File: config.mk
export PLATFORM = sky130hd
export DESIGN_NAME = rtp_timer
export DESIGN_NICKNAME = d
export VERILOG_FILES = /design/src/logic/rtp_pkg.sv /design/src/logic/rtp_timer.sv
export SDC_FILE = /design/constraint.sdc
export NUM_CORES = 1
export LEC_CHECK = 0
export ABC_AREA = 1
export BUFFER_PORTS_ARGS = -buffer_cell sky130_fd_sc_hd__buf_2
export CAP_MARGIN = 10
export CORE_ASPECT_RATIO = 0.8
export CORE_MARGIN = 2
export CORE_UTILIZATION = 36
export DETAILED_ROUTE_END_ITERATION = 10
export GPL_ROUTABILITY_DRIVEN = 0
export PLACE_DENSITY = 0.66
export SYNTH_ARGS = -nofsm -noshare
export SYNTH_HDL_FRONTEND = slang
export SYNTH_SLANG_ARGS = --single-unit
export TNS_END_PERCENT = 30
File: constraint.sdc
create_clock -name pclk -period 1.8 [get_ports pclk]
set_input_delay 0.27 -clock pclk [delete_from_list [all_inputs] [get_ports pclk]]
set_output_delay 0.27 -clock pclk [all_outputs]
set_load 0.05 [all_outputs]
File: src/logic/rtp_pkg.sv
// package for the reload timer: register map, field layout, reset values, modes
// assumes a 32-bit APB slave decoding word-aligned byte offsets
package rtp_pkg;

  // ----------------------------------------
  // register offsets (byte addresses)
  // ----------------------------------------
  localparam logic [7:0] ADDR_CTL0 = 8'h00;
  localparam logic [7:0] ADDR_CTL1 = 8'h04;
  localparam logic [7:0] ADDR_CNTH = 8'h08;
  localparam logic [7:0] ADDR_CNTL = 8'h0C;
  localparam logic [7:0] ADDR_RLDH = 8'h10;
  localparam logic [7:0] ADDR_RLDL = 8'h14;
  localparam logic [7:0] ADDR_PWMH = 8'h18;
  localparam logic [7:0] ADDR_PWML = 8'h1C;
  localparam logic [7:0] ADDR_DEAD = 8'h20;

  // ----------------------------------------
  // control 0 field layout
  // ----------------------------------------
  localparam int EN_BIT = 7;
  localparam int POL_BIT = 6;
  localparam int PRES_LSB = 3;
  localparam int MODE_LSB = 0;

  // ----------------------------------------
  // control 1 field layout
  // ----------------------------------------
  localparam int ISRC_LSB = 0;
  localparam int CAPF_BIT = 2;

  // ----------------------------------------
  // reset and restart values
  // ----------------------------------------
  localparam logic [15:0] CNT_RESTART = 16'h0001;
  localparam logic [15:0] CNT_RESET = 16'h0001;
  localparam logic [15:0] RLD_RESET = 16'hFFFF;
  localparam logic [7:0] CTL_RESET = 8'h00;
  localparam logic [31:0] RD_UNMAPPED = 32'h0000_0000;

  typedef enum logic [2:0] {
    RTP_MODE_CONT = 3'b000,
    RTP_MODE_PWM = 3'b001,
    RTP_MODE_CAPT = 3'b010,
    RTP_MODE_GATED = 3'b011,
    RTP_MODE_CAPCMP = 3'b100,
    RTP_MODE_DUAL = 3'b101
  } rtp_mode_type;

  // interrupt source select: both, input event only, reload only
  typedef enum logic [1:0] {
    RTP_ISRC_BOTH = 2'b00,
    RTP_ISRC_INPUT = 2'b10,
    RTP_ISRC_RELOAD = 2'b11
  } rtp_isrc_type;

endpackage : rtp_pkg

File: src/logic/rtp_timer.sv
// reload timer with prescaler, pwm, dual pwm, capture, gated and capture/compare
// assumes an APB master on pclk; timer input pin is asynchronous to pclk
`timescale 1ns/10ps

// How it works
// - prescaler divides clock by 1 to 128
// - pwm restarts from 0001H after reset
// - dual pwm turns input pin into output
// - pwm period is reload times prescale
// - polarity picks which phase is high
// - capture copies count into pwm registers
// - gated restarts from 0001H after reset
// - gated interrupts on deassertion and/or reload
// - gated counts while input asserted
// - capcmp starts on first edge, no interrupt
// - later edge captures, flags, restarts count
// - compare match interrupts, clears flag, restarts
// - capcmp interrupt source selectable
// - high byte read latches low byte
// - disabled low read returns live count
// - output toggles on every reload outside pwm and dual pwm
module rtp_timer #(
  parameter int PRES_BITS = 3
) (
  // apb slave
  input wire logic pclk,
  input wire logic presetn,
  input wire logic clk_en,
  input wire logic psel,
  input wire logic penable,
  input wire logic pwrite,
  input wire logic [7:0] paddr,
  input wire logic [31:0] pwdata,
  output logic [31:0] prdata,
  output logic pready,
  output logic pslverr,
  // timer pins
  input wire logic timer_in,
  output logic timer_out,
  output logic timer_out_n,
  output logic timer_out_n_oe,
  output logic timer_irq
);

  if (PRES_BITS != 3) begin : g_bad_pres
    $error("prescale field must be 3 bits");
  end

  // ----------------------------------------
  // registers
  // ----------------------------------------
  logic [7:0] ctl0;
  logic [1:0] isrc;
  logic capture_cause_flag;
  logic [15:0] count;
  logic [15:0] reload;
  logic [15:0] pwm_val;
  logic [7:0] dead;
  logic [7:0] hold_low;
  logic [6:0] pres_cnt;
  logic armed;
  logic in_s1, in_s2, in_s3;
  logic out_lvl;
  logic [7:0] dead_cnt;

  wire enabled = ctl0[rtp_pkg::EN_BIT];
  wire timer_polarity_bit = ctl0[rtp_pkg::POL_BIT];
  wire [PRES_BITS-1:0] pres_sel = ctl0[rtp_pkg::PRES_LSB +: PRES_BITS];
  wire [2:0] mode = ctl0[rtp_pkg::MODE_LSB +: 3];

  wire is_pwm = (mode == rtp_pkg::RTP_MODE_PWM) || (mode == rtp_pkg::RTP_MODE_DUAL);
  wire is_capt = (mode == rtp_pkg::RTP_MODE_CAPT);
  wire is_gated = (mode == rtp_pkg::RTP_MODE_GATED);
  wire is_capcmp = (mode == rtp_pkg::RTP_MODE_CAPCMP);
  wire is_dual = (mode == rtp_pkg::RTP_MODE_DUAL);

  // ----------------------------------------
  // apb decode
  // ----------------------------------------
  wire acc = psel && penable && clk_en;
  wire wr = acc && pwrite;
  // read strobe at the setup edge, where prdata is taken, so both halves share one count
  wire rd = psel && !penable && !pwrite && clk_en;
  wire wr_ctl0 = wr && (paddr == rtp_pkg::ADDR_CTL0);
  wire wr_ctl1 = wr && (paddr == rtp_pkg::ADDR_CTL1);
  wire wr_cnth = wr && (paddr == rtp_pkg::ADDR_CNTH);
  wire wr_cntl = wr && (paddr == rtp_pkg::ADDR_CNTL);
  wire rd_cnth = rd && (paddr == rtp_pkg::ADDR_CNTH);

  function automatic logic mapped(input logic [7:0] a);
    mapped = (a <= rtp_pkg::ADDR_DEAD) && (a[1:0] == 2'b00);
  endfunction : mapped

  logic [31:0] rd_mux;
  always_comb begin
    if (paddr == rtp_pkg::ADDR_CTL0) begin
      rd_mux = {24'h000000, ctl0};
    end else if (paddr == rtp_pkg::ADDR_CTL1) begin
      rd_mux = {29'h0000000, capture_cause_flag, isrc};
    end else if (paddr == rtp_pkg::ADDR_CNTH) begin
      rd_mux = {24'h000000, count[15:8]};
    end else if (paddr == rtp_pkg::ADDR_CNTL) begin
      // latched value while running, live count when stopped
      rd_mux = {24'h000000, enabled ? hold_low : count[7:0]};
    end else if (paddr == rtp_pkg::ADDR_RLDH) begin
      rd_mux = {24'h000000, reload[15:8]};
    end else if (paddr == rtp_pkg::ADDR_RLDL) begin
      rd_mux = {24'h000000, reload[7:0]};
    end else if (paddr == rtp_pkg::ADDR_PWMH) begin
      rd_mux = {24'h000000, pwm_val[15:8]};
    end else if (paddr == rtp_pkg::ADDR_PWML) begin
      rd_mux = {24'h000000, pwm_val[7:0]};
    end else if (paddr == rtp_pkg::ADDR_DEAD) begin
      rd_mux = {24'h000000, dead};
    end else begin
      rd_mux = rtp_pkg::RD_UNMAPPED;
    end
  end

  // ----------------------------------------
  // input synchroniser and edge detect
  // ----------------------------------------
  always_ff @(posedge pclk or negedge presetn) begin
    if (!presetn) begin
      in_s1 <= 1'b0;
      in_s2 <= 1'b0;
      in_s3 <= 1'b0;
    end else if (clk_en) begin
      in_s1 <= timer_in;
      in_s2 <= in_s1;
      in_s3 <= in_s2;
    end
  end

  // pin is an output in dual pwm, so its edges are ignored there
  wire in_lvl = in_s2 && !is_dual;
  wire in_prev = in_s3 && !is_dual;
  wire rise = in_lvl && !in_prev;
  wire fall = !in_lvl && in_prev;
  wire sel_edge = timer_polarity_bit ? fall : rise;
  wire in_active = timer_polarity_bit ? !in_lvl : in_lvl;
  wire gate_deassert = timer_polarity_bit ? rise : fall;

  // ----------------------------------------
  // prescaler and count control
  // ----------------------------------------
  wire [6:0] pres_max = 7'((8'h01 << pres_sel) - 8'h01);
  wire tick = (pres_cnt == pres_max);
  wire gate_ok = !is_gated || in_active;
  wire wait_ok = !is_capcmp || armed;
  wire run = enabled && gate_ok && wait_ok;
  wire hit = (count == reload);
  wire reload_ev = run && tick && hit;
  wire cap_ev = enabled && armed && (is_capcmp || is_capt) && sel_edge;

  // interrupt source selection
  wire src_in_ok = (isrc != rtp_pkg::RTP_ISRC_RELOAD);
  wire src_rl_ok = (isrc != rtp_pkg::RTP_ISRC_INPUT);
  wire in_irq_ev = (cap_ev && is_capcmp) || (enabled && is_gated && gate_deassert);
  wire next_irq = (in_irq_ev && src_in_ok) || (reload_ev && src_rl_ok);

  // pwm compare point; polarity picks which phase is high
  wire pwm_phase = (count > pwm_val);
  wire next_pwm = timer_polarity_bit ? !pwm_phase : pwm_phase;

  always_ff @(posedge pclk or negedge presetn) begin
    if (!presetn) begin
      pres_cnt <= 7'h00;
    end else if (clk_en) begin
      pres_cnt <= (!run || tick) ? 7'h00 : pres_cnt + 7'h01;
    end
  end

  always_ff @(posedge pclk or negedge presetn) begin
    if (!presetn) begin
      count <= rtp_pkg::CNT_RESET;
    end else if (clk_en) begin
      if (wr_cnth) begin
        count[15:8] <= pwdata[7:0];
      end else if (wr_cntl) begin
        count[7:0] <= pwdata[7:0];
      end else if (cap_ev && is_capcmp) begin
        count <= rtp_pkg::CNT_RESTART;
      end else if (reload_ev) begin
        // software start value only held for the first pass
        count <= rtp_pkg::CNT_RESTART;
      end else if (run && tick) begin
        count <= count + 16'h0001;
      end
    end
  end

  // ----------------------------------------
  // software registers
  // ----------------------------------------
  always_ff @(posedge pclk or negedge presetn) begin
    if (!presetn) begin
      ctl0 <= rtp_pkg::CTL_RESET;
      isrc <= 2'b00;
      reload <= rtp_pkg::RLD_RESET;
      dead <= 8'h00;
    end else if (clk_en) begin
      if (wr_ctl0) ctl0 <= pwdata[7:0];
      if (wr_ctl1) isrc <= pwdata[rtp_pkg::ISRC_LSB +: 2];
      if (wr && paddr == rtp_pkg::ADDR_RLDH) reload[15:8] <= pwdata[7:0];
      if (wr && paddr == rtp_pkg::ADDR_RLDL) reload[7:0] <= pwdata[7:0];
      if (wr && paddr == rtp_pkg::ADDR_DEAD) dead <= pwdata[7:0];
    end
  end

  always_ff @(posedge pclk or negedge presetn) begin
    if (!presetn) begin
      pwm_val <= 16'h0000;
    end else if (clk_en) begin
      if (cap_ev) begin
        pwm_val <= count;
      end else if (wr && paddr == rtp_pkg::ADDR_PWMH) begin
        pwm_val[15:8] <= pwdata[7:0];
      end else if (wr && paddr == rtp_pkg::ADDR_PWML) begin
        pwm_val[7:0] <= pwdata[7:0];
      end
    end
  end

  // capture wins over a software write in the same cycle
  always_ff @(posedge pclk or negedge presetn) begin
    if (!presetn) begin
      capture_cause_flag <= 1'b0;
    end else if (clk_en) begin
      if (cap_ev && is_capcmp) begin
        capture_cause_flag <= 1'b1;
      end else if (reload_ev && is_capcmp) begin
        capture_cause_flag <= 1'b0;
      end else if (wr_ctl1 && !pwdata[rtp_pkg::CAPF_BIT]) begin
        capture_cause_flag <= 1'b0;
      end
    end
  end

  // armed: first qualifying edge seen in capcmp; always armed elsewhere
  always_ff @(posedge pclk or negedge presetn) begin
    if (!presetn) begin
      armed <= 1'b0;
    end else if (clk_en) begin
      if (!enabled || !is_capcmp) begin
        armed <= !is_capcmp;
      end else if (sel_edge) begin
        armed <= 1'b1;
      end
    end
  end

  always_ff @(posedge pclk or negedge presetn) begin
    if (!presetn) begin
      hold_low <= 8'h00;
    end else if (clk_en && rd_cnth && enabled) begin
      hold_low <= count[7:0];
    end
  end

  // ----------------------------------------
  // outputs
  // ----------------------------------------
  always_ff @(posedge pclk or negedge presetn) begin
    if (!presetn) begin
      out_lvl <= 1'b0;
      timer_out <= 1'b0;
      timer_out_n <= 1'b0;
      timer_out_n_oe <= 1'b0;
      timer_irq <= 1'b0;
      dead_cnt <= 8'h00;
    end else if (clk_en) begin
      timer_irq <= next_irq;
      timer_out_n_oe <= is_dual;
      if (reload_ev) out_lvl <= !out_lvl;
      if (!is_pwm) begin
        timer_out <= out_lvl ^ reload_ev;
        timer_out_n <= 1'b0;
        dead_cnt <= 8'h00;
      end else if (next_pwm != timer_out || next_pwm == timer_out_n) begin
        // both drives low through the dead band before either turns on
        if (dead_cnt < dead) begin
          dead_cnt <= dead_cnt + 8'h01;
          timer_out <= 1'b0;
          timer_out_n <= 1'b0;
        end else begin
          dead_cnt <= 8'h00;
          timer_out <= next_pwm;
          timer_out_n <= is_dual && !next_pwm;
        end
      end
    end
  end

  // ----------------------------------------
  // apb answer: zero wait states
  // ----------------------------------------
  always_ff @(posedge pclk or negedge presetn) begin
    if (!presetn) begin
      prdata <= 32'h0000_0000;
      pready <= 1'b0;
      pslverr <= 1'b0;
    end else if (clk_en) begin
      pready <= psel && !penable;
      pslverr <= psel && !penable && !mapped(paddr);
      prdata <= (psel && !penable && !pwrite) ? rd_mux : prdata;
    end
  end

  // ----------------------------------------
  // checks
  // ----------------------------------------
  AST_RESTART: assert property (@(posedge pclk) disable iff (!presetn)
    (clk_en && reload_ev && !wr_cnth && !wr_cntl && !(cap_ev && is_capcmp))
      |=> count == rtp_pkg::CNT_RESTART)
    else $error("count did not restart at 0001");
  AST_TOGGLE: assert property (@(posedge pclk) disable iff (!presetn)
    (clk_en && reload_ev) |=> out_lvl != $past(out_lvl))
    else $error("output level did not toggle on reload");
  AST_CAPFLAG: assert property (@(posedge pclk) disable iff (!presetn)
    (clk_en && cap_ev && is_capcmp) |=> capture_cause_flag && pwm_val == $past(count))
    else $error("capture did not store count or set flag");
  AST_CMPCLR: assert property (@(posedge pclk) disable iff (!presetn)
    (clk_en && reload_ev && is_capcmp && !cap_ev) |=> !capture_cause_flag)
    else $error("compare did not clear capture flag");
  AST_NOFIRST: assert property (@(posedge pclk) disable iff (!presetn)
    (clk_en && is_capcmp && !armed) |=> !timer_irq)
    else $error("first edge treated as capture");
  AST_HOLD: assert property (@(posedge pclk) disable iff (!presetn)
    (clk_en && rd_cnth && enabled) |=> hold_low == $past(count[7:0]))
    else $error("low byte not latched on high read");
  AST_GATE: assert property (@(posedge pclk) disable iff (!presetn)
    (clk_en && is_gated && !in_active && !wr_cnth && !wr_cntl) |=> $stable(count))
    else $error("gated counter moved while gate closed");
  AST_DUALOE: assert property (@(posedge pclk) disable iff (!presetn)
    (clk_en && is_dual) |=> timer_out_n_oe)
    else $error("complement pin not driven in dual pwm");
  AST_PRES: assert property (@(posedge pclk) disable iff (!presetn)
    (clk_en && run && pres_cnt != pres_max && !wr_cnth && !wr_cntl
      && !(cap_ev && is_capcmp)) |=> $stable(count))
    else $error("count advanced between prescaled ticks");

endmodule : rtp_timer

==> out/metrics.yaml <==
synth_common_cells: "nand2_1, inv_1, o21ai_0"
area_growth_syn_to_layout_pct: 33.9
rows: 45
tritoncts: "built"
max_cap_violations: 0
post_synth.cell_area_avg_um2: 7.35
final.setup.worst_slack_ns: -0.315
detail_route.iter0.violations: 761
synthesis.yosys.warnings: 0
post_synth_instance_area_mm2: 0.00700
clock_sink_count: 109
hold_path.startpoint: "timer_in"
detail_route.wl_per_cell_um: 15.8
status: "complete, but fails checks"
grt_antenna_before_repair: 0
number_of_failing_setup_endpoints_in_the_final_timing_report: 39
cts.root.buffer_cell: "clkbuf_16"
drc: 0
antenna-diode-count: 0
final_nets: 1223
clock_path_buffers: 2
synth.area.top_cells: "dfrtp_1, nand2_1, o21ai_0"
synth-async-reset-ratio_pct: 100
grt_overflow: 0
detailed_place_hpwl_um: 16900
power_leakage_nw: 4.57
clk-insertion-delay-late_ns: 0.38
timing.final.crit_share_pct: 118
grt_first_pass_wirelength_um: 35200
synth_most_common_cell: "nand2_1"
type_of_the_tightest_min_delay_check: "input pin to flip-flop"
timing.fmax_mhz: 473
grt_usage_pct: 22.2
number_of_antenna_violating_nets_in_the_routed_design: 0
cts.reportedPaths.clkPinSlew_ns: 0.07
core-area_mm2: 0.0190
power.density_cell_area_mw_per_mm2: 584
die_w_um: 160
initial_core_utilization_pct: 36.8
final_cell_count_no_fill: 1413
crit_path_start_kind: "flip-flop"
fin_worst_skew_ns: 0.0136
vdd_drop_max_uv: 467
synth_top_area_share_pct: 32.9
totalWireLength_um: 22300
finalCriticalPeriod_ns: 2.12
die_height_um: 129
final-max-slew-violation-count: 0
fin_util_pct: 49.3
crit_path_end_kind: "flip-flop"
power.total_mw: 5.47
floorplan.die_area_mm2: 0.0206
buffer_ports.inserted: 36
crit_path_cell_trace: "ha_4 -> nand4_1 -> nor3_4 -> nand3_2 -> nand2_2 -> nand2_2 -> nand3_2 -> nand3_4 -> buf_12 -> nand3_2 -> nand2_1"
startpoint: "count[11]"
htree_num_levels: 3
detailed_place.area_mm2: 0.00859
drive_above_1_share_pct: 29.6
critical_path.max_stage_delay_ns: 0.41
ys_types: 45
cell_repeated_most_along_the_worst_path: "nand3_2"
synth_seq_cells: 109
top_ff_cell_synth: "dfrtp_1"
critical_path_peak_fanout: 7
worst-endpoint-required_ns: 2.06
viasPerCell: 5.00
failed_checks: "setup timing"
dp.cells: 1380
drt-pass1-iter-count: 6
post_placement_setup_slack_ns: -0.469
final-hold-violation-count: 0
grt_pass1_vias: 6525
syn_inst: 953
area_leader_netlist: "dfrtp_1"
holdPathStages: 3
setup_crit_path_kind: "flip-flop to flip-flop"
design_area_mm2: 0.00938
tritoncts.num_buffers: 9
worstRegToRegCells: 11
number_of_flops_mapped_to_enable_cells_by_yosys: 0
detailroute.via_count: 7063
rsz_0062_raised_after_global_routing: "true"
tns_ns: -6.55
critical-path-slowest-cell: "dfrtp_1"
rr_startpoint: "count[11]"
synth.yosys.seq_area_share_pct: 39.2
whs_ns: 0.110
maximum_number_of_pins_on_one_net_before_global_route_repair: 45
ioPinCount: 85
worst_ep_arrival_time_ns: 2.37
report_power, final:
part / switching [mW] / leakage, nW / internal (mW) / total [mW]
registers: 0.0527 / 1.35 / 2.54 / 2.59
logic: 0.629 / 3.09 / 0.276 / 0.906
clock network: 0.958 / 0.136 / 1.02 / 1.98
total: 1.64 / 4.57 / 3.83 / 5.47
worst paths after layout:
| check | to | slack (ns) |
|---|---|---|
| worst max-delay path | dead_cnt[4] | -0.32 |
| worst min-delay path | in_s1 | 0.11 |
| worst max register to register | dead_cnt[4] | -0.32 |
| worst min register to register | in_s1 | 0.48 |
| max in group asynchronous | reload[4] | 0.81 |
| min in group asynchronous | dead[2] | 0.36 |
area by class of cell:
cell class                 instances  area [um2]
fill                            1879        9660
multi-input combinational        708        4000
sequential                       109        2750
timing repair buffer             206        1560
inverter                         115         443
tap                              258         323
clock buffer                      13         260
clock inverter                     3        21.3
timing repair inverter             1        8.76
state kept, by name (all words and copies together), names as in the netlist, 2 cells and up:
name      cells
pwm_val      16
dead          8
ctl0          8
prdata        8
hold_low      8
isrc          2
pres_cnt      7
reload       16
dead_cnt      8
count        16
worst max-delay path: cells and delay by family, from the launching register on:
| kind | cells | cell delay, ns |
|---|---|---|
| DFF | 1 | 0.41 |
| buffers and inverters | 1 | 0.17 |
| adders and majority gates | 1 | 0.28 |
| and+or+nand+nor | 9 | 1.13 |
metal layers:
| layer | GRT usage (%) | routed length (um) |
|---|---|---|
| met2 | 34.1 | 9840 |
| met4 | 6.04 | 415 |
| met1 | 30.9 | 10100 |
| met5 | 0 | 0 |
| met3 | 6.35 | 1950 |
cells by family (layout without fill, tap and decap cells):
group	after synthesis	after routing	share of synthesized area (%)
adders and majority gates	26	26	4.64
AOI/OAI and AO/OA	185	185	14.3
other	1	24	0.0535
buffers and inverters	160	338	10.2
DFF	109	109	39.2
xor gates and xnor gates	29	29	3.63
muxes	1	1	0.322
and+or+nand+nor	442	443	27.6
cells in the final DEF, fill, tap and decap left out, types with 13 or more instances in the layout:
cell / synthesis / final
xnor2_1: 15 / 14
o21ai_1: 6 / 21
buf_2: 5 / 35
nand3_1: 52 / 37
o21ai_0: 99 / 81
a21oi_1: 48 / 44
buf_4: 25 / 155
dfstp_2: 17 / 17
nand4_1: 14 / 14
nand2_1: 285 / 260
nor2_1: 50 / 44
ha_1: 26 / 22
conb_1: 1 / 24
xor2_1: 14 / 13
o22ai_1: 16 / 15
dfrtp_1: 92 / 88
nand2_2: 3 / 23
inv_1: 107 / 101
what timing repair did:
| action | CTS | global route |
|---|---|---|
| hold buffers | 1 | 0 |
| setup endpoints to repair | 45 | 53 |
| gates cloned | 2 | 0 |
| endpoints found under the hold margin | 23 | 0 |
| setup buffers | 9 | 5 |
| gates resized for setup | 61 | 50 |
| pin swaps | 36 | 28 |
Note: power is estimated with default switching activity, not from simulation.
